File: src/pkg/codec_io_pkg.sv
// Register map, field layout and reset values of the codec audio and pin control bank
package codec_io_pkg;

  // Printed offsets are register indices; byte address is four times the index
  localparam logic [7:0] PIN_IO_CONTROL_IDX = 8'h06;
  localparam logic [7:0] AUDIO_LOOPBACK_CONTROL_IDX = 8'h08;
  localparam logic [7:0] AUDIO_GAIN_CONTROL_IDX = 8'h09;
  localparam logic [7:0] LINE_IMPEDANCE_CONTROL_IDX = 8'h0A;
  localparam logic [11:0] PIN_IO_CONTROL_ADDR = 12'h018;
  localparam logic [11:0] AUDIO_LOOPBACK_CONTROL_ADDR = 12'h020;
  localparam logic [11:0] AUDIO_GAIN_CONTROL_ADDR = 12'h024;
  localparam logic [11:0] LINE_IMPEDANCE_CONTROL_ADDR = 12'h028;

  // Pin control fields
  localparam int OUT_PIN_LEVEL_BIT = 4;
  localparam int GP_PIN_TWO_DIRECTION_BIT = 3;
  localparam int GP_PIN_ONE_DIRECTION_BIT = 2;
  localparam int GP_PIN_TWO_VALUE_BIT = 1;
  localparam int GP_PIN_ONE_VALUE_BIT = 0;

  // Loopback fields
  localparam int FULL_ANALOG_LOOPBACK_BIT = 2;
  localparam int DIGITAL_LOOPBACK_BIT = 1;
  localparam int FIRST_ANALOG_LOOPBACK_BIT = 0;

  // Gain fields
  localparam int RX_HIGHPASS_BYPASS_BIT = 7;
  localparam int TX_HIGHPASS_BYPASS_BIT = 6;
  localparam int TX_DIGITAL_MUTE_BIT = 5;
  localparam int RX_DIGITAL_MUTE_BIT = 4;
  localparam int ANALOG_TX_GAIN_LSB = 2;
  localparam int ANALOG_RX_GAIN_LSB = 0;

  // Impedance fields
  localparam int LINE_CAP_COMPENSATION_LSB = 4;
  localparam int IMPEDANCE_SYNTHESIS_ENABLE_BIT = 3;
  localparam int IMPEDANCE_SYNTHESIS_SELECT_LSB = 0;

  // Writable bits per register
  localparam logic [7:0] PIN_IO_CONTROL_MASK = 8'h1F;
  localparam logic [7:0] AUDIO_LOOPBACK_CONTROL_MASK = 8'h07;
  localparam logic [7:0] AUDIO_GAIN_CONTROL_MASK = 8'hFF;
  localparam logic [7:0] LINE_IMPEDANCE_CONTROL_MASK = 8'h3F;

  // Reset values
  localparam logic [7:0] PIN_IO_CONTROL_RESET = 8'h00;
  localparam logic [7:0] AUDIO_LOOPBACK_CONTROL_RESET = 8'h00;
  localparam logic [7:0] AUDIO_GAIN_CONTROL_RESET = 8'h00;
  localparam logic [7:0] LINE_IMPEDANCE_CONTROL_RESET = 8'h00;

  // Analog gain codes
  localparam logic [1:0] GAIN_0DB = 2'h0;
  localparam logic [1:0] GAIN_MINUS_3P5DB = 2'h1;
  localparam logic [1:0] GAIN_PLUS_3P5DB = 2'h2;
  localparam logic [1:0] GAIN_MUTED = 2'h3;

  // Line capacitance compensation codes
  localparam logic [1:0] LINE_CAP_OFF = 2'h0;
  localparam logic [1:0] LINE_CAP_4N7 = 2'h1;
  localparam logic [1:0] LINE_CAP_10N = 2'h2;
  localparam logic [1:0] LINE_CAP_RESERVED = 2'h3;

endpackage

File: src/hw/codec_audio_io_control.sv
// APB register bank for codec pin control, loopback, gain and impedance settings
// Function
// RL1 - Bit 4 sets dedicated output pin level
// RL2 - Bit 3 sets pin two direction
// RL3 - Bit 2 sets pin one direction
// RL4 - Bit 1 drives or reads pin two
// RL5 - Bit 0 drives or reads pin one
// RL6 - Loopback bit 2 enables full analog loopback
// RL7 - Loopback bit 1 enables digital loopback
// RL8 - Loopback bit 0 enables first analog loopback
// RL9 - Gain bit 7 bypasses receive highpass filter
// RL10 - Gain bit 6 bypasses transmit highpass filter
// RL11 - Gain bit 5 mutes transmit digitally
// RL12 - Gain bit 4 mutes receive digitally
// RL13 - Bits 3:2 set analog transmit gain
// RL14 - Bits 1:0 set analog receive gain
// RL15 - Impedance bits 5:4 select line compensation
// RL16 - Impedance bit 3 enables impedance synthesis
// RL17 - Impedance bits 2:0 select synthesized impedance
//
// Decided for this implementation: register access over APB.
`timescale 1ns/1ps
`default_nettype none

module codec_audio_io_control (
  // Clock and reset
  input wire logic pclk,
  input wire logic presetn,
  // APB slave
  input wire logic psel,
  input wire logic penable,
  input wire logic pwrite,
  input wire logic [11:0] paddr,
  input wire logic [31:0] pwdata,
  input wire logic [3:0] pstrb,
  output logic [31:0] prdata,
  output logic pready,
  output logic pslverr,
  // Dedicated output pin
  output logic out_pin_level,
  // General-purpose pin one
  input wire logic gp_pin_one_in,
  output logic gp_pin_one_out,
  output logic gp_pin_one_oe,
  // General-purpose pin two
  input wire logic gp_pin_two_in,
  output logic gp_pin_two_out,
  output logic gp_pin_two_oe,
  // Loopback controls
  output logic full_analog_loopback,
  output logic digital_loopback,
  output logic first_analog_loopback,
  // Audio path controls
  output logic rx_highpass_bypass,
  output logic tx_highpass_bypass,
  output logic tx_digital_mute,
  output logic rx_digital_mute,
  output logic [1:0] analog_tx_gain,
  output logic [1:0] analog_rx_gain,
  output logic analog_tx_path_mute,
  output logic analog_rx_path_mute,
  // Line impedance controls
  output logic [1:0] line_cap_compensation,
  output logic impedance_synthesis_enable,
  output logic [2:0] impedance_synthesis_select
);

  typedef struct packed {
    logic [1:0] pin_one_sync;
    logic [1:0] pin_two_sync;
    logic [7:0] pin_io_control;
    logic [7:0] audio_loopback_control;
    logic [7:0] audio_gain_control;
    logic [7:0] line_impedance_control;
    logic [31:0] prdata;
    logic pready;
    logic pslverr;
    logic out_pin_level;
    logic gp_pin_one_out;
    logic gp_pin_one_oe;
    logic gp_pin_two_out;
    logic gp_pin_two_oe;
    logic full_analog_loopback;
    logic digital_loopback;
    logic first_analog_loopback;
    logic rx_highpass_bypass;
    logic tx_highpass_bypass;
    logic tx_digital_mute;
    logic rx_digital_mute;
    logic [1:0] analog_tx_gain;
    logic [1:0] analog_rx_gain;
    logic analog_tx_path_mute;
    logic analog_rx_path_mute;
    logic [1:0] line_cap_compensation;
    logic impedance_synthesis_enable;
    logic [2:0] impedance_synthesis_select;
  } state_t;

  localparam state_t RESET_STATE = '{
    pin_one_sync: 2'h0,
    pin_two_sync: 2'h0,
    pin_io_control: codec_io_pkg::PIN_IO_CONTROL_RESET,
    audio_loopback_control: codec_io_pkg::AUDIO_LOOPBACK_CONTROL_RESET,
    audio_gain_control: codec_io_pkg::AUDIO_GAIN_CONTROL_RESET,
    line_impedance_control: codec_io_pkg::LINE_IMPEDANCE_CONTROL_RESET,
    prdata: 32'h0000_0000,
    pready: 1'b0,
    pslverr: 1'b0,
    out_pin_level: 1'b0,
    gp_pin_one_out: 1'b0,
    gp_pin_one_oe: 1'b0,
    gp_pin_two_out: 1'b0,
    gp_pin_two_oe: 1'b0,
    full_analog_loopback: 1'b0,
    digital_loopback: 1'b0,
    first_analog_loopback: 1'b0,
    rx_highpass_bypass: 1'b0,
    tx_highpass_bypass: 1'b0,
    tx_digital_mute: 1'b0,
    rx_digital_mute: 1'b0,
    analog_tx_gain: 2'h0,
    analog_rx_gain: 2'h0,
    analog_tx_path_mute: 1'b0,
    analog_rx_path_mute: 1'b0,
    line_cap_compensation: 2'h0,
    impedance_synthesis_enable: 1'b0,
    impedance_synthesis_select: 3'h0
  };

  state_t state;
  state_t next_state;

  // Write a byte register honouring the low byte strobe
  function automatic logic [7:0] merge_byte(input logic [7:0] old_value, input logic [7:0] new_value,
                                            input logic [7:0] mask, input logic lane);
    merge_byte = lane ? (new_value & mask) : old_value;
  endfunction

  always_comb begin
    logic access;
    logic mapped;
    logic [7:0] wbyte;
    logic [7:0] pin_read;
    logic [7:0] rdbyte;
    logic [1:0] tx_code;
    logic [1:0] rx_code;
    access = 1'b0;
    mapped = 1'b0;
    wbyte = 8'h00;
    pin_read = 8'h00;
    rdbyte = 8'h00;
    tx_code = 2'h0;
    rx_code = 2'h0;
    next_state = state;

    // Pin inputs pass two flops before anything reads them
    next_state.pin_one_sync = {state.pin_one_sync[0], gp_pin_one_in};
    next_state.pin_two_sync = {state.pin_two_sync[0], gp_pin_two_in};

    // One wait state per access: pready rises two cycles after setup starts
    access = psel && penable && !state.pready;
    wbyte = pwdata[7:0];
    mapped = (paddr == codec_io_pkg::PIN_IO_CONTROL_ADDR) ||
             (paddr == codec_io_pkg::AUDIO_LOOPBACK_CONTROL_ADDR) ||
             (paddr == codec_io_pkg::AUDIO_GAIN_CONTROL_ADDR) ||
             (paddr == codec_io_pkg::LINE_IMPEDANCE_CONTROL_ADDR);
    next_state.pready = access;
    next_state.pslverr = access && !mapped;

    if (access && pwrite && mapped) begin
      unique case (paddr)
        codec_io_pkg::PIN_IO_CONTROL_ADDR: begin
          next_state.pin_io_control = merge_byte(state.pin_io_control, wbyte,
                                                 codec_io_pkg::PIN_IO_CONTROL_MASK, pstrb[0]);
        end
        codec_io_pkg::AUDIO_LOOPBACK_CONTROL_ADDR: begin
          next_state.audio_loopback_control = merge_byte(state.audio_loopback_control, wbyte,
                                                         codec_io_pkg::AUDIO_LOOPBACK_CONTROL_MASK, pstrb[0]);
        end
        codec_io_pkg::AUDIO_GAIN_CONTROL_ADDR: begin
          next_state.audio_gain_control = merge_byte(state.audio_gain_control, wbyte,
                                                     codec_io_pkg::AUDIO_GAIN_CONTROL_MASK, pstrb[0]);
        end
        default: begin
          next_state.line_impedance_control = merge_byte(state.line_impedance_control, wbyte,
                                                         codec_io_pkg::LINE_IMPEDANCE_CONTROL_MASK, pstrb[0]);
        end
      endcase
    end

    // Input pins read back their synchronised level instead of the stored bit
    pin_read = state.pin_io_control;
    if (!state.pin_io_control[codec_io_pkg::GP_PIN_TWO_DIRECTION_BIT]) begin
      pin_read[codec_io_pkg::GP_PIN_TWO_VALUE_BIT] = state.pin_two_sync[1]; // RL4
    end
    if (!state.pin_io_control[codec_io_pkg::GP_PIN_ONE_DIRECTION_BIT]) begin
      pin_read[codec_io_pkg::GP_PIN_ONE_VALUE_BIT] = state.pin_one_sync[1]; // RL5
    end

    if (paddr == codec_io_pkg::PIN_IO_CONTROL_ADDR) begin
      rdbyte = pin_read;
    end else if (paddr == codec_io_pkg::AUDIO_LOOPBACK_CONTROL_ADDR) begin
      rdbyte = state.audio_loopback_control;
    end else if (paddr == codec_io_pkg::AUDIO_GAIN_CONTROL_ADDR) begin
      rdbyte = state.audio_gain_control;
    end else if (paddr == codec_io_pkg::LINE_IMPEDANCE_CONTROL_ADDR) begin
      rdbyte = state.line_impedance_control;
    end else begin
      rdbyte = 8'h00;
    end
    next_state.prdata = (access && !pwrite) ? {24'h00_0000, rdbyte} : 32'h0000_0000;

    // Outputs follow the registers one cycle after a write lands
    next_state.out_pin_level = state.pin_io_control[codec_io_pkg::OUT_PIN_LEVEL_BIT]; // RL1
    next_state.gp_pin_two_oe = state.pin_io_control[codec_io_pkg::GP_PIN_TWO_DIRECTION_BIT]; // RL2
    next_state.gp_pin_one_oe = state.pin_io_control[codec_io_pkg::GP_PIN_ONE_DIRECTION_BIT]; // RL3
    next_state.gp_pin_two_out = state.pin_io_control[codec_io_pkg::GP_PIN_TWO_VALUE_BIT]; // RL4
    next_state.gp_pin_one_out = state.pin_io_control[codec_io_pkg::GP_PIN_ONE_VALUE_BIT]; // RL5

    next_state.full_analog_loopback =
      state.audio_loopback_control[codec_io_pkg::FULL_ANALOG_LOOPBACK_BIT]; // RL6
    next_state.digital_loopback = state.audio_loopback_control[codec_io_pkg::DIGITAL_LOOPBACK_BIT]; // RL7
    next_state.first_analog_loopback =
      state.audio_loopback_control[codec_io_pkg::FIRST_ANALOG_LOOPBACK_BIT]; // RL8

    next_state.rx_highpass_bypass = state.audio_gain_control[codec_io_pkg::RX_HIGHPASS_BYPASS_BIT]; // RL9
    next_state.tx_highpass_bypass = state.audio_gain_control[codec_io_pkg::TX_HIGHPASS_BYPASS_BIT]; // RL10
    next_state.tx_digital_mute = state.audio_gain_control[codec_io_pkg::TX_DIGITAL_MUTE_BIT]; // RL11
    next_state.rx_digital_mute = state.audio_gain_control[codec_io_pkg::RX_DIGITAL_MUTE_BIT]; // RL12

    tx_code = state.audio_gain_control[codec_io_pkg::ANALOG_TX_GAIN_LSB +: 2];
    rx_code = state.audio_gain_control[codec_io_pkg::ANALOG_RX_GAIN_LSB +: 2];
    // Transmit mute code keeps 0 dB gain with the path muted
    next_state.analog_tx_gain = (tx_code == codec_io_pkg::GAIN_MUTED) ? codec_io_pkg::GAIN_0DB : tx_code; // RL13
    next_state.analog_tx_path_mute = (tx_code == codec_io_pkg::GAIN_MUTED); // RL13
    next_state.analog_rx_gain = rx_code; // RL14
    next_state.analog_rx_path_mute = (rx_code == codec_io_pkg::GAIN_MUTED); // RL14

    // Reserved compensation code is stored but drives compensation off
    next_state.line_cap_compensation =
      (state.line_impedance_control[codec_io_pkg::LINE_CAP_COMPENSATION_LSB +: 2] == codec_io_pkg::LINE_CAP_RESERVED)
      ? codec_io_pkg::LINE_CAP_OFF
      : state.line_impedance_control[codec_io_pkg::LINE_CAP_COMPENSATION_LSB +: 2]; // RL15
    next_state.impedance_synthesis_enable =
      state.line_impedance_control[codec_io_pkg::IMPEDANCE_SYNTHESIS_ENABLE_BIT]; // RL16
    next_state.impedance_synthesis_select =
      state.line_impedance_control[codec_io_pkg::IMPEDANCE_SYNTHESIS_SELECT_LSB +: 3]; // RL17
  end

  always_ff @(posedge pclk or negedge presetn) begin
    if (!presetn) begin
      state <= RESET_STATE;
    end else begin
      state <= next_state;
    end
  end

  assign prdata = state.prdata;
  assign pready = state.pready;
  assign pslverr = state.pslverr;
  assign out_pin_level = state.out_pin_level;
  assign gp_pin_one_out = state.gp_pin_one_out;
  assign gp_pin_one_oe = state.gp_pin_one_oe;
  assign gp_pin_two_out = state.gp_pin_two_out;
  assign gp_pin_two_oe = state.gp_pin_two_oe;
  assign full_analog_loopback = state.full_analog_loopback;
  assign digital_loopback = state.digital_loopback;
  assign first_analog_loopback = state.first_analog_loopback;
  assign rx_highpass_bypass = state.rx_highpass_bypass;
  assign tx_highpass_bypass = state.tx_highpass_bypass;
  assign tx_digital_mute = state.tx_digital_mute;
  assign rx_digital_mute = state.rx_digital_mute;
  assign analog_tx_gain = state.analog_tx_gain;
  assign analog_rx_gain = state.analog_rx_gain;
  assign analog_tx_path_mute = state.analog_tx_path_mute;
  assign analog_rx_path_mute = state.analog_rx_path_mute;
  assign line_cap_compensation = state.line_cap_compensation;
  assign impedance_synthesis_enable = state.impedance_synthesis_enable;
  assign impedance_synthesis_select = state.impedance_synthesis_select;

endmodule

`default_nettype wire

File: config.mk
export PLATFORM = sky130hd
export DESIGN_NAME = codec_audio_io_control
export DESIGN_NICKNAME = d
export VERILOG_FILES = /design/src/pkg/codec_io_pkg.sv /design/src/hw/codec_audio_io_control.sv
export SDC_FILE = /design/constraint.sdc
export NUM_CORES = 1
export LEC_CHECK = 0
export ABC_AREA = 0
export BUFFER_PORTS_ARGS = -buffer_cell sky130_fd_sc_hd__buf_2
export CAP_MARGIN = 20
export CELL_PAD_IN_SITES_DETAIL_PLACEMENT = 1
export CELL_PAD_IN_SITES_GLOBAL_PLACEMENT = 1
export CORE_MARGIN = 4
export CORE_UTILIZATION = 25
export DETAILED_ROUTE_END_ITERATION = 6
export PLACE_DENSITY_LB_ADDON = 0.25
export SYNTH_ARGS = -nofsm -noshare
export SYNTH_HDL_FRONTEND = slang
export SYNTH_SLANG_ARGS = --single-unit
File: constraint.sdc
create_clock -name pclk -period 1.59 [get_ports pclk]
set_input_delay 0.0795 -clock pclk [delete_from_list [all_inputs] [get_ports pclk]]
set_output_delay 0.0795 -clock pclk [all_outputs]
set_load 0.02 [all_outputs]
==> flow_summary_export.csv, run 1 <==
group,metric,value,unit
finish,stdcell_count,432,
status,violations,"negative setup slack",
global_routing,grt_pass1_vias,1735,
synth,syn_area,2609,sq um
finish,drive_gt1_share,46.96,%
cts,clk_path_buf_depth,2,
global_routing,grt_max_degree,28,
routing,drt-pass1-iter-count,3,
floorplan,die_w,110.2,microns
sta,fin_ws,-0.07210,ns
floorplan,start_util,25.50,%
placement,numPortBuffers,61,
worst_setup_path,critical_path.max_stage_delay,0.37,ns
synth,synth-seq-cells,60,
floorplan,die_height,110.2,microns
run,cap_violations,0,
global_routing,track_usage,10.53,%
floorplan,rows,37,
finish,n_antenna_cell,0,
worst_setup_path,cp-start-kind,"flop",
global_routing,overflow,0,
sta,drv_slew,0,
cts,cts_sinks,60,
floorplan,die-area,12130,sq um
status,status,"finished with violations",
power,irDropWorstVdd,0.0002906,V
worst_setup_path,path_max_fanout,8,
global_routing,antenna_found_initial,1,
routing,first_iter_violations,34,
synth,synth_cells,201,
placement,dp_cells,408,
power,p_leak,1.743,nW
cts,worstSkewPairLatency,0.33,ns
sta,skew,0.008084,ns
synth,synth_flop_cell,"dfrtp_1",
worst_setup_path,arrival,1.88,ns
cts,cts_max_level,3,
routing,drt-wirelength-per-cell,14.01,microns
worst_setup_path,critPathCaptureType,"flop",
power,p_sw_share,24.28,%
cts,cts_root_buffer,"clkbuf_8",
sta,whs,0.02164,ns
synth,synth_edf_count,0,
synth,yosys_warnings,0,
finish,area_growth,29.83,%
cts,cts_tree,"done",
finish,final_area,3387,sq um
sta,rsz0062_at_grt,"true",
worst_setup_path,rrSetupSlack,-0.07,ns
sta,min_period,1.662,ns
worst_setup_path,crit_type,"flop to flop",
sta,slew_headroom,64.75,%
worst_setup_path,critPathSlowestCell,"dfrtp_1",
synth,yosysSeqAreaShare,57.55,%
routing,via_count,1720,
power,power_frac_seq,49.9,%
synth,avgSynthCellArea,12.98,sq um
sta,fmax,0.6017,GHz
worst_setup_path,worstPathRequired,1.81,ns
global_routing,grt_pass1_wl,9252,microns
worst_hold_path,hold_path.class,"primary input to flop",
finish,final_util,33.11,%
placement,dpl.hpwl,4848,microns
worst_setup_path,crit_chain,"nand3b_1 -> inv_2 -> nand4_1 -> or3_1 -> buf_6 -> mux2_4",
finish,fin_nets,347,
power,clock_power_share,42.3,%
routing,postRouteAntennaNets,0,
power,p_int,2.334,mW
power,power.switching,0.7483,mW
routing,wirelength,6051,microns
floorplan,design.core.area,10230,sq um
placement,dpl_cell_area,3102,sq um
cts,cts_buffers,9,
routing,drc,0,
placement,gp_congestion,0.7949,
floorplan,io_pins,113,
power,p_comb_share,7.8,%
sta,worst_slew_pin_slew,0.5287,ns
sta,finalCritPeriodShare,104.5,%
cts,path_clk_slew,0.07,ns
sta,setup_violations,18,
synth,synth_cell_types,37,
routing,viasPerCell,3.981,
sta,hold_viol,0,
power,p_per_area,910.1,nW/um^2
synth,async_reset_ff_share,100.0,%
-- final timing paths --
check	from	end	cells past startpoint
worst min-delay path	pwdata[4]	next_state[12]	2
worst max register to register	pready	next_state[8]	6
worst max-delay path	pready	next_state[8]	6
min in group asynchronous	presetn	rx_highpass_bypass	2
worst min register to register	next_state[91]	state[91]	0
max in group asynchronous	presetn	prdata[2]	3
-- area by class of cell --
type,count,area [sq um]
fillers,1151,6844
flip-flops and latches,60,1501
multi-input cells,118,875.8
repair buffers,100,638.1
well taps,136,170.2
clock buffers,9,123.9
clock inverters,6,66.31
inverters,3,11.26
-- layout by cell type, fill, tap and decap left out, types with 2 or more instances in the layout --
cell type / n
nand2_1: 4
mux2_2: 13
dlygate4sd3_1: 8
inv_1: 2
a32oi_1: 3
nor4_1: 4
dfrtp_1: 60
buf_6: 2
and2_1: 4
clkinvlp_4: 3
nor2b_1: 8
clkbuf_8: 9
mux2_4: 10
a211oi_1: 2
nand3_1: 6
buf_4: 28
a22o_1: 2
a22oi_1: 3
nor2_1: 11
buf_2: 61
o21a_1: 2
or4_1: 2
nor3_2: 2
o21ai_0: 2
conb_1: 24
-- synth_stat cells (2+ instances only) --
master | instances | area share, %
a22oi_1 | 3 | 0.86
nor2b_1 | 8 | 1.9
nand3_1 | 7 | 1.3
o21ai_0 | 2 | 0.38
nor2_1 | 11 | 1.6
a211oi_1 | 2 | 0.58
dfrtp_1 | 60 | 58
a32oi_1 | 3 | 1.0
nand2_1 | 4 | 0.58
buf_4 | 41 | 12
nor3_1 | 2 | 0.38
and2_1 | 4 | 0.96
mux2_4 | 8 | 4.6
or4_1 | 2 | 0.58
o21a_1 | 2 | 0.58
inv_1 | 3 | 0.43
nor4_1 | 4 | 0.96
mux2_2 | 15 | 6.5
a22o_1 | 2 | 0.67
-- what timing repair did --
item	CTS	global route
setup buffers	1	0
endpoints found under the setup margin	20	22
hold buffers	7	1
gates resized for setup	2	0
hold endpoints to repair	28	1
-- critical path: cells and delay by family (launching register included) --
kind | cells | cell delay (ns)
buffers and inverters | 2 | 0.27
flip-flops | 1 | 0.37
multiplexers | 1 | 0.30
AND/OR/NAND/NOR | 3 | 0.61
-- flip-flops by register name (all words and copies together), names as in the netlist, 2 cells and up --
name                        count
line_cap_compensation           2
next_state                     20
analog_rx_gain                  2
analog_tx_gain                  2
state                           6
prdata                          8
impedance_synthesis_select      3
-- power by group through the flow --
stage | Combinational [mW] | Sequential, mW | Clock (mW)
6_report | 0.241 | 1.54 | 1.30
5_1_grt | 0.267 | 1.54 | 1.43
4_1_cts | 0.243 | 1.54 | 1.36
3_5_place_dp | 0.227 | 1.57 | 0
3_3_place_gp | 0.225 | 1.57 | 0
2_1_floorplan | 0.133 | 1.57 | 0
-- metrics by stage --
stage	setup TNS [ns]	power [mW]	setup WS, ns
finish	-0.6075	3.082	-0.07210
CTS	-0.6312	3.137	-0.07600
global route	-2.180	3.233	-0.1480
detailed placement	-1.977	1.794	-0.1620
global placement	-1.930	1.791	-0.1574
floorplan	-2.524	1.703	-0.1584
-- kinds of logic after synthesis --
group	count (synthesis)	share of synthesized area, %
buffers and inverters	46	12.85
AOI/OAI and AO/OA	19	5.564
DFF	60	57.55
and+or+nand+nor	52	12.81
other	1	0.1437
muxes	23	11.08
-- layer usage --
| metal | vias up | global-route usage, % | routed length, microns |
|---|---|---|---|
| met1 | 837 | 12.81 | 2566 |
| met4 | 2 | 4.485 | 71 |
| met5 | - | 0 | 7 |
| li1 | 820 | - | - |
| met3 | 9 | 3.553 | 441 |
| met2 | 52 | 17.03 | 2963 |
No activity file was read; power rests on OpenSTA's default activity.
==> run 2: changes to the inputs <==
--- a/config.mk
+++ b/config.mk
@@ -10,6 +10,7 @@
 export CAP_MARGIN = 20
 export CELL_PAD_IN_SITES_DETAIL_PLACEMENT = 1
 export CELL_PAD_IN_SITES_GLOBAL_PLACEMENT = 1
+export CORE_ASPECT_RATIO = 1.75
 export CORE_MARGIN = 4
 export CORE_UTILIZATION = 25
 export DETAILED_ROUTE_END_ITERATION = 6
==> run 2 against run 1 <==
The flow still finishes with violations (negative setup slack). Total power rose by 14%. Setup slack got worse by 0.027 ns. Cell count decreased by 3.5%. Fmax fell by 1.6%. Via count is 0.70% higher. Clock skew shrank 0.0030 ns. Sequential power is essentially flat. Core utilization increased by 0.34 points. Critical endpoint unchanged. Largest cell class unchanged.
==> flow_summary_export.csv, run 2 (synthesis gave the netlist of run 1 again) <==
group,metric,value,unit
cts,cts_tree,"done",
sta,fin_ws,-0.09944,ns
global_routing,grt_max_degree,61,
global_routing,overflow,0,
sta,worst_slew_pin_slew,0.5088,ns
routing,via_count,1732,
routing,viasPerCell,4.153,
power,p_int,2.741,mW
power,power_frac_seq,43.9,%
sta,min_period,1.689,ns
finish,drive_gt1_share,46.21,%
placement,dpl.hpwl,5032,microns
worst_setup_path,arrival,1.89,ns
sta,rsz0062_at_grt,"true",
finish,final_cell_mix,"buf_2 (61), dfrtp_1 (60), conb_1 (24), buf_4 (24), mux2_2 (13)",
finish,final_util,33.45,%
finish,seqCellArea,1501,sq um
floorplan,die-area,12200,sq um
worst_setup_path,cp-start-kind,"flop",
cts,worstSkewPairLatency,0.32,ns
cts,clk_path_buf_depth,2,
sta,fmax,0.5919,GHz
power,clock_power_share,49.4,%
power,p_total,3.511,mW
global_routing,antenna_found_initial,0,
global_routing,grt_pass1_wl,10410,microns
finish,fin_nets,341,
routing,drt-wirelength-per-cell,15.38,microns
cts,cts_sinks,60,
cts,path_clk_slew,0.05,ns
cts,cts_max_level,3,
floorplan,rows,49,
global_routing,track_usage,11.53,%
finish,n_antenna_cell,0,
floorplan,die_w,85.22,microns
floorplan,io_pins,113,
floorplan,design.core.area,10240,sq um
power,p_per_area,1025,nW/um^2
sta,slew_headroom,65.21,%
power,power.switching,0.7699,mW
run,cap_violations,0,
sta,skew,0.005042,ns
floorplan,die_height,143.1,microns
finish,n_fill_cell,1125,
worst_setup_path,path_max_fanout,8,
worst_setup_path,crit_chain,"nand3b_1 -> inv_2 -> nand4_1 -> or3_1 -> buf_6 -> mux2_4",
power,p_leak,1.792,nW
finish,largest_reg_flops,20,
finish,area_growth,31.27,%
worst_setup_path,critical_path.max_stage_delay,0.36,ns
worst_hold_path,hold_path.class,"primary input to flop",
cts,cts_buffers,9,
sta,setup_violations,19,
routing,drc,0,
worst_setup_path,critPathCaptureType,"flop",
placement,gp_congestion,0.8728,
worst_setup_path,critPathSlowestCell,"dfrtp_1",
routing,postRouteAntennaNets,0,
status,violations,"negative setup slack",
sta,finalCritPeriodShare,106.3,%
placement,numPortBuffers,61,
finish,multi_input_area,894.6,sq um
cts,cts_root_buffer,"clkbuf_16",
placement,dp_slack,-0.2152,ns
floorplan,start_util,25.48,%
worst_setup_path,path_delay_family,"simple AND/OR/NAND/NOR gates",
sta,hold_viol,0,
sta,drv_slew,0,
status,status,"finished with violations",
routing,drt-pass1-iter-count,4,
power,p_comb_share,6.7,%
finish,layout_commonest_cell,"buf_2",
global_routing,grt_pass1_vias,1920,
routing,first_iter_violations,41,
power,p_sw_share,21.93,%
worst_setup_path,worstPathRequired,1.79,ns
worst_setup_path,path_buf_inv,2,
power,irDropWorstVdd,0.0004989,V
routing,wirelength,6414,microns
worst_setup_path,crit_type,"flop to flop",
-- run 2: changes by cell type in the layout (fill, tap and decap cells not counted), sizes merged --
cell         delta
clkbuf          +4
dlygate4sd3     -2
buf             -4
bufinv          -1
clkinvlp        -3
-- run 2: path summary, 6_finish.rpt --
check                          startpoint           endpoint  slack [ns]  cells after the start
setup reg to reg                   pready      next_state[8]        -0.1                      6
hold / removal                  pwdata[5]     next_state[13]        0.01                      2
max in group asynchronous         presetn     next_state[22]        1.02                      3
hold reg to reg            next_state[93]          state[93]        0.34                      0
setup / recovery                   pready      next_state[8]        -0.1                      6
min in group asynchronous         presetn  analog_rx_gain[0]        0.29                      3
-- run 2: power groups by stage --
| stage | Combinational [mW] | Clock (mW) | Sequential (mW) |
|---|---|---|---|
| final | 0.234 | 1.73 | 1.54 |
| after global placement | 0.220 | 0 | 1.57 |
| after global routing | 0.261 | 1.90 | 1.54 |
| after CTS | 0.239 | 1.80 | 1.54 |
| after floorplan | 0.133 | 0 | 1.57 |
| after detailed placement | 0.224 | 0 | 1.57 |
-- run 2: metrics by stage --
stage               hold slack [ns]  TNS, ns  area [sq um]  cells
global placement             0.1052   -2.718          3060    395
floorplan                   -0.2161   -2.524          2713    224
CTS                        0.001500   -1.840          3418    417
global route               0.007337   -3.582          3425    417
detailed placement           0.1141   -3.975          3060    395
finish                      0.01425   -1.399          3425    417
-- run 2: worst reg2reg max path, delay by kind of cell (launching register included) --
family / cells / cell delay (ns)
DFF: 1 / 0.36
buffers and inverters: 2 / 0.28
and+or+nand+nor: 3 / 0.63
muxes: 1 / 0.30
-- run 2: timing repair --
item / in CTS / in global routing
pin swaps: 1 / 0
endpoints found under the setup margin: 22 / 23
hold endpoints to repair: 65 / 0
resized for setup: 4 / 1
buffers inserted: 1 / 0
hold buffers: 6 / 0
-- run 2: routing by layer --
metal	routed length (microns)	share of wire, %	GRT usage, %	vias up
met3	409	6.4	3.233	7
met4	129	2.0	6.005	0
met1	2193	34	11.68	851
met5	0	0	0	-
met2	3681	57	21.11	61
li1	-	-	-	813
-- run 2: layout make-up --
cell class                 count  area share [%]
sequential                    60           43.84
multi-input combinational    118           26.12
timing repair buffer          94           17.17
clock buffer                  13           7.600
tap                          127           4.640
inverter                       3          0.3288
clock inverter                 2          0.2923
==> run 3: changes to the inputs <==
--- a/config.mk
+++ b/config.mk
@@ -11,10 +11,10 @@
 export CELL_PAD_IN_SITES_DETAIL_PLACEMENT = 1
 export CELL_PAD_IN_SITES_GLOBAL_PLACEMENT = 1
 export CORE_ASPECT_RATIO = 1.75
-export CORE_MARGIN = 4
 export CORE_UTILIZATION = 25
 export DETAILED_ROUTE_END_ITERATION = 6
 export PLACE_DENSITY_LB_ADDON = 0.25
+export SKIP_LAST_GASP = 1
 export SYNTH_ARGS = -nofsm -noshare
 export SYNTH_HDL_FRONTEND = slang
 export SYNTH_SLANG_ARGS = --single-unit
==> run 3 against run 2 <==
The flow still finishes with violations (negative setup slack). Total power rose by 8.7%. Cell count increased by 1.7%. Setup slack worse by 0.0018 ns. Register-to-register slack about the same. Die area down 11%. Via count is 0.29% higher. Sequential share of layout area shrank 1.2 points. Fmax decreased by 0.11%. Global-route usage rose by 0.88 points. Combinational power increased by 3%. Largest cell class unchanged. Highest routed layer unchanged.
==> flow_summary_export.csv, run 3 (synthesis gave the netlist of run 1 again) <==
group,metric,value,unit
status,status,"finished with violations",
status,violations,"negative setup slack",
worst_setup_path,critical_path.max_stage_delay,0.36,ns
routing,drt-wirelength-per-cell,14.49,microns
worst_setup_path,path_buf_inv,2,
global_routing,grt_use_met3,3.267,%
worst_setup_path,path_delay_family,"simple AND/OR/NAND/NOR gates",
cts,clk_path_buf_depth,2,
finish,area_growth,34.87,%
worst_setup_path,critPathCaptureType,"flop",
cts,cts_root_buffer,"clkbuf_16",
routing,postRouteAntennaNets,0,
floorplan,io_pins,113,
cts,cts_sinks,60,
sta,setup-tns-final,-1.518,ns
global_routing,grt_use_met2,21.70,%
routing,wirelength,6143,microns
worst_setup_path,cp-start-kind,"flop",
worst_setup_path,crit_chain,"nand3b_1 -> inv_2 -> nand4_1 -> or3_1 -> buf_6 -> mux2_4",
placement,dpl.hpwl,4709,microns
finish,n_antenna_cell,0,
global_routing,grt_pass1_wl,9584,microns
sta,worst_slew_pin_slew,0.5110,ns
sta,hold_viol,0,
sta,fin_ws,-0.1013,ns
routing,viasPerCell,4.097,
floorplan,die_height,137.1,microns
worst_setup_path,worstPathRequired,1.80,ns
sta,setup_violations,22,
finish,layout_commonest_cell,"buf_2",
power,irDropWorstVdd,0.0005102,V
sta,fmax,0.5913,GHz
finish,final_area,3518,sq um
power,p_leak,1.829,nW
worst_setup_path,crit_type,"flop to flop",
placement,numPortBuffers,61,
global_routing,overflow,0,
run,cap_violations,0,
cts,cts_max_level,3,
placement,gp_congestion,0.8576,
floorplan,rows,49,
sta,drv_slew,0,
finish,fin_nets,347,
sta,finalCritPeriodShare,106.4,%
cts,cts_buffers,9,
cts,cts_tree,"done",
cts,worstSkewPairLatency,0.33,ns
power,p_total,3.817,mW
sta,rsz0062_at_grt,"true",
worst_setup_path,path_max_fanout,8,
routing,first_iter_violations,53,
finish,n_fill_cell,1130,
floorplan,start_util,25.48,%
floorplan,design.core.area,10240,sq um
power,p_per_area,1085,nW/um^2
floorplan,die-area,10860,sq um
worst_setup_path,critPathSlowestCell,"dfrtp_1",
floorplan,die_w,79.22,microns
sta,slew_headroom,65.06,%
sta,min_period,1.691,ns
finish,drive_gt1_share,47.81,%
cts,path_clk_slew,0.05,ns
routing,via_count,1737,
finish,seqCellArea,1501,sq um
placement,dpl_cell_area,3098,sq um
global_routing,grt_use_met1,12.95,%
finish,largest_reg_flops,20,
global_routing,grt_max_degree,61,
worst_setup_path,arrival,1.90,ns
global_routing,track_usage,12.41,%
global_routing,grt-busiest-layer,"met2",
global_routing,grt_pass1_vias,1850,
routing,drc,0,
finish,final_util,34.36,%
worst_hold_path,hold_path.class,"primary input to flop",
routing,drt-pass1-iter-count,4,
finish,final_cell_mix,"buf_2 (61), dfrtp_1 (60), buf_4 (29)",
finish,multi_input_area,888.4,sq um
global_routing,antenna_found_initial,0,
sta,skew,0.005479,ns
[run 3: area by class of cell]
| type | instances | area share, % |
|---|---|---|
| Clock buffer | 13 | 7.966 |
| Sequential cell | 60 | 42.67 |
| Inverter | 3 | 0.3201 |
| Multi-Input combinational cell | 118 | 25.25 |
| Clock inverter | 3 | 1.209 |
| Timing Repair Buffer | 100 | 18.07 |
| Tap cell | 127 | 4.516 |
[run 3: metrics by stage]
stage | hold slack [ns] | setup WS, ns | instances
after floorplan | -0.2161 | -0.1584 | 224
after global placement | 0.1046 | -0.1265 | 400
after detailed placement | 0.1174 | -0.1509 | 400
after CTS | 0.001327 | -0.09442 | 424
after global routing | 0.008172 | -0.1605 | 424
final | 0.01441 | -0.1013 | 424
[run 3: worst register-to-register path, delay by kind of cell (launching register included)]
family,cells,cell delay (ns)
buf+inv,2,0.28
simple gates,3,0.64
flops,1,0.36
mux,1,0.30
[run 3: power by group]
group	switching, mW	internal, mW
sequential	0.00240	1.54
clock	0.656	1.38
combinational	0.155	0.0863
total	0.814	3.00
[run 3: path summary, 6_finish.rpt]
kind	start	to	slack, ns	cells after the start
min	pwdata[3]	state[69]	0.01	2
min in group asynchronous	presetn	analog_rx_gain[0]	0.29	3
max reg2reg	pready	next_state[9]	-0.10	6
max in group asynchronous	presetn	prdata[3]	1.03	3
min reg2reg	next_state[93]	state[93]	0.35	0
max	pready	next_state[9]	-0.10	6
[run 3: repair_timing]
action | in CTS | in global routing
endpoints found under the setup margin | 22 | 23
buffers inserted | 1 | 0
pin swaps | 0 | 1
hold buffers | 7 | 0
hold endpoints to repair | 66 | 0
resized for setup | 3 | 1
[run 3: routing by layer]
metal,vias up,share of wire (%)
met2,62,55
met1,842,38
met5,-,0
met4,0,2.8
met3,11,4.4
li1,822,-
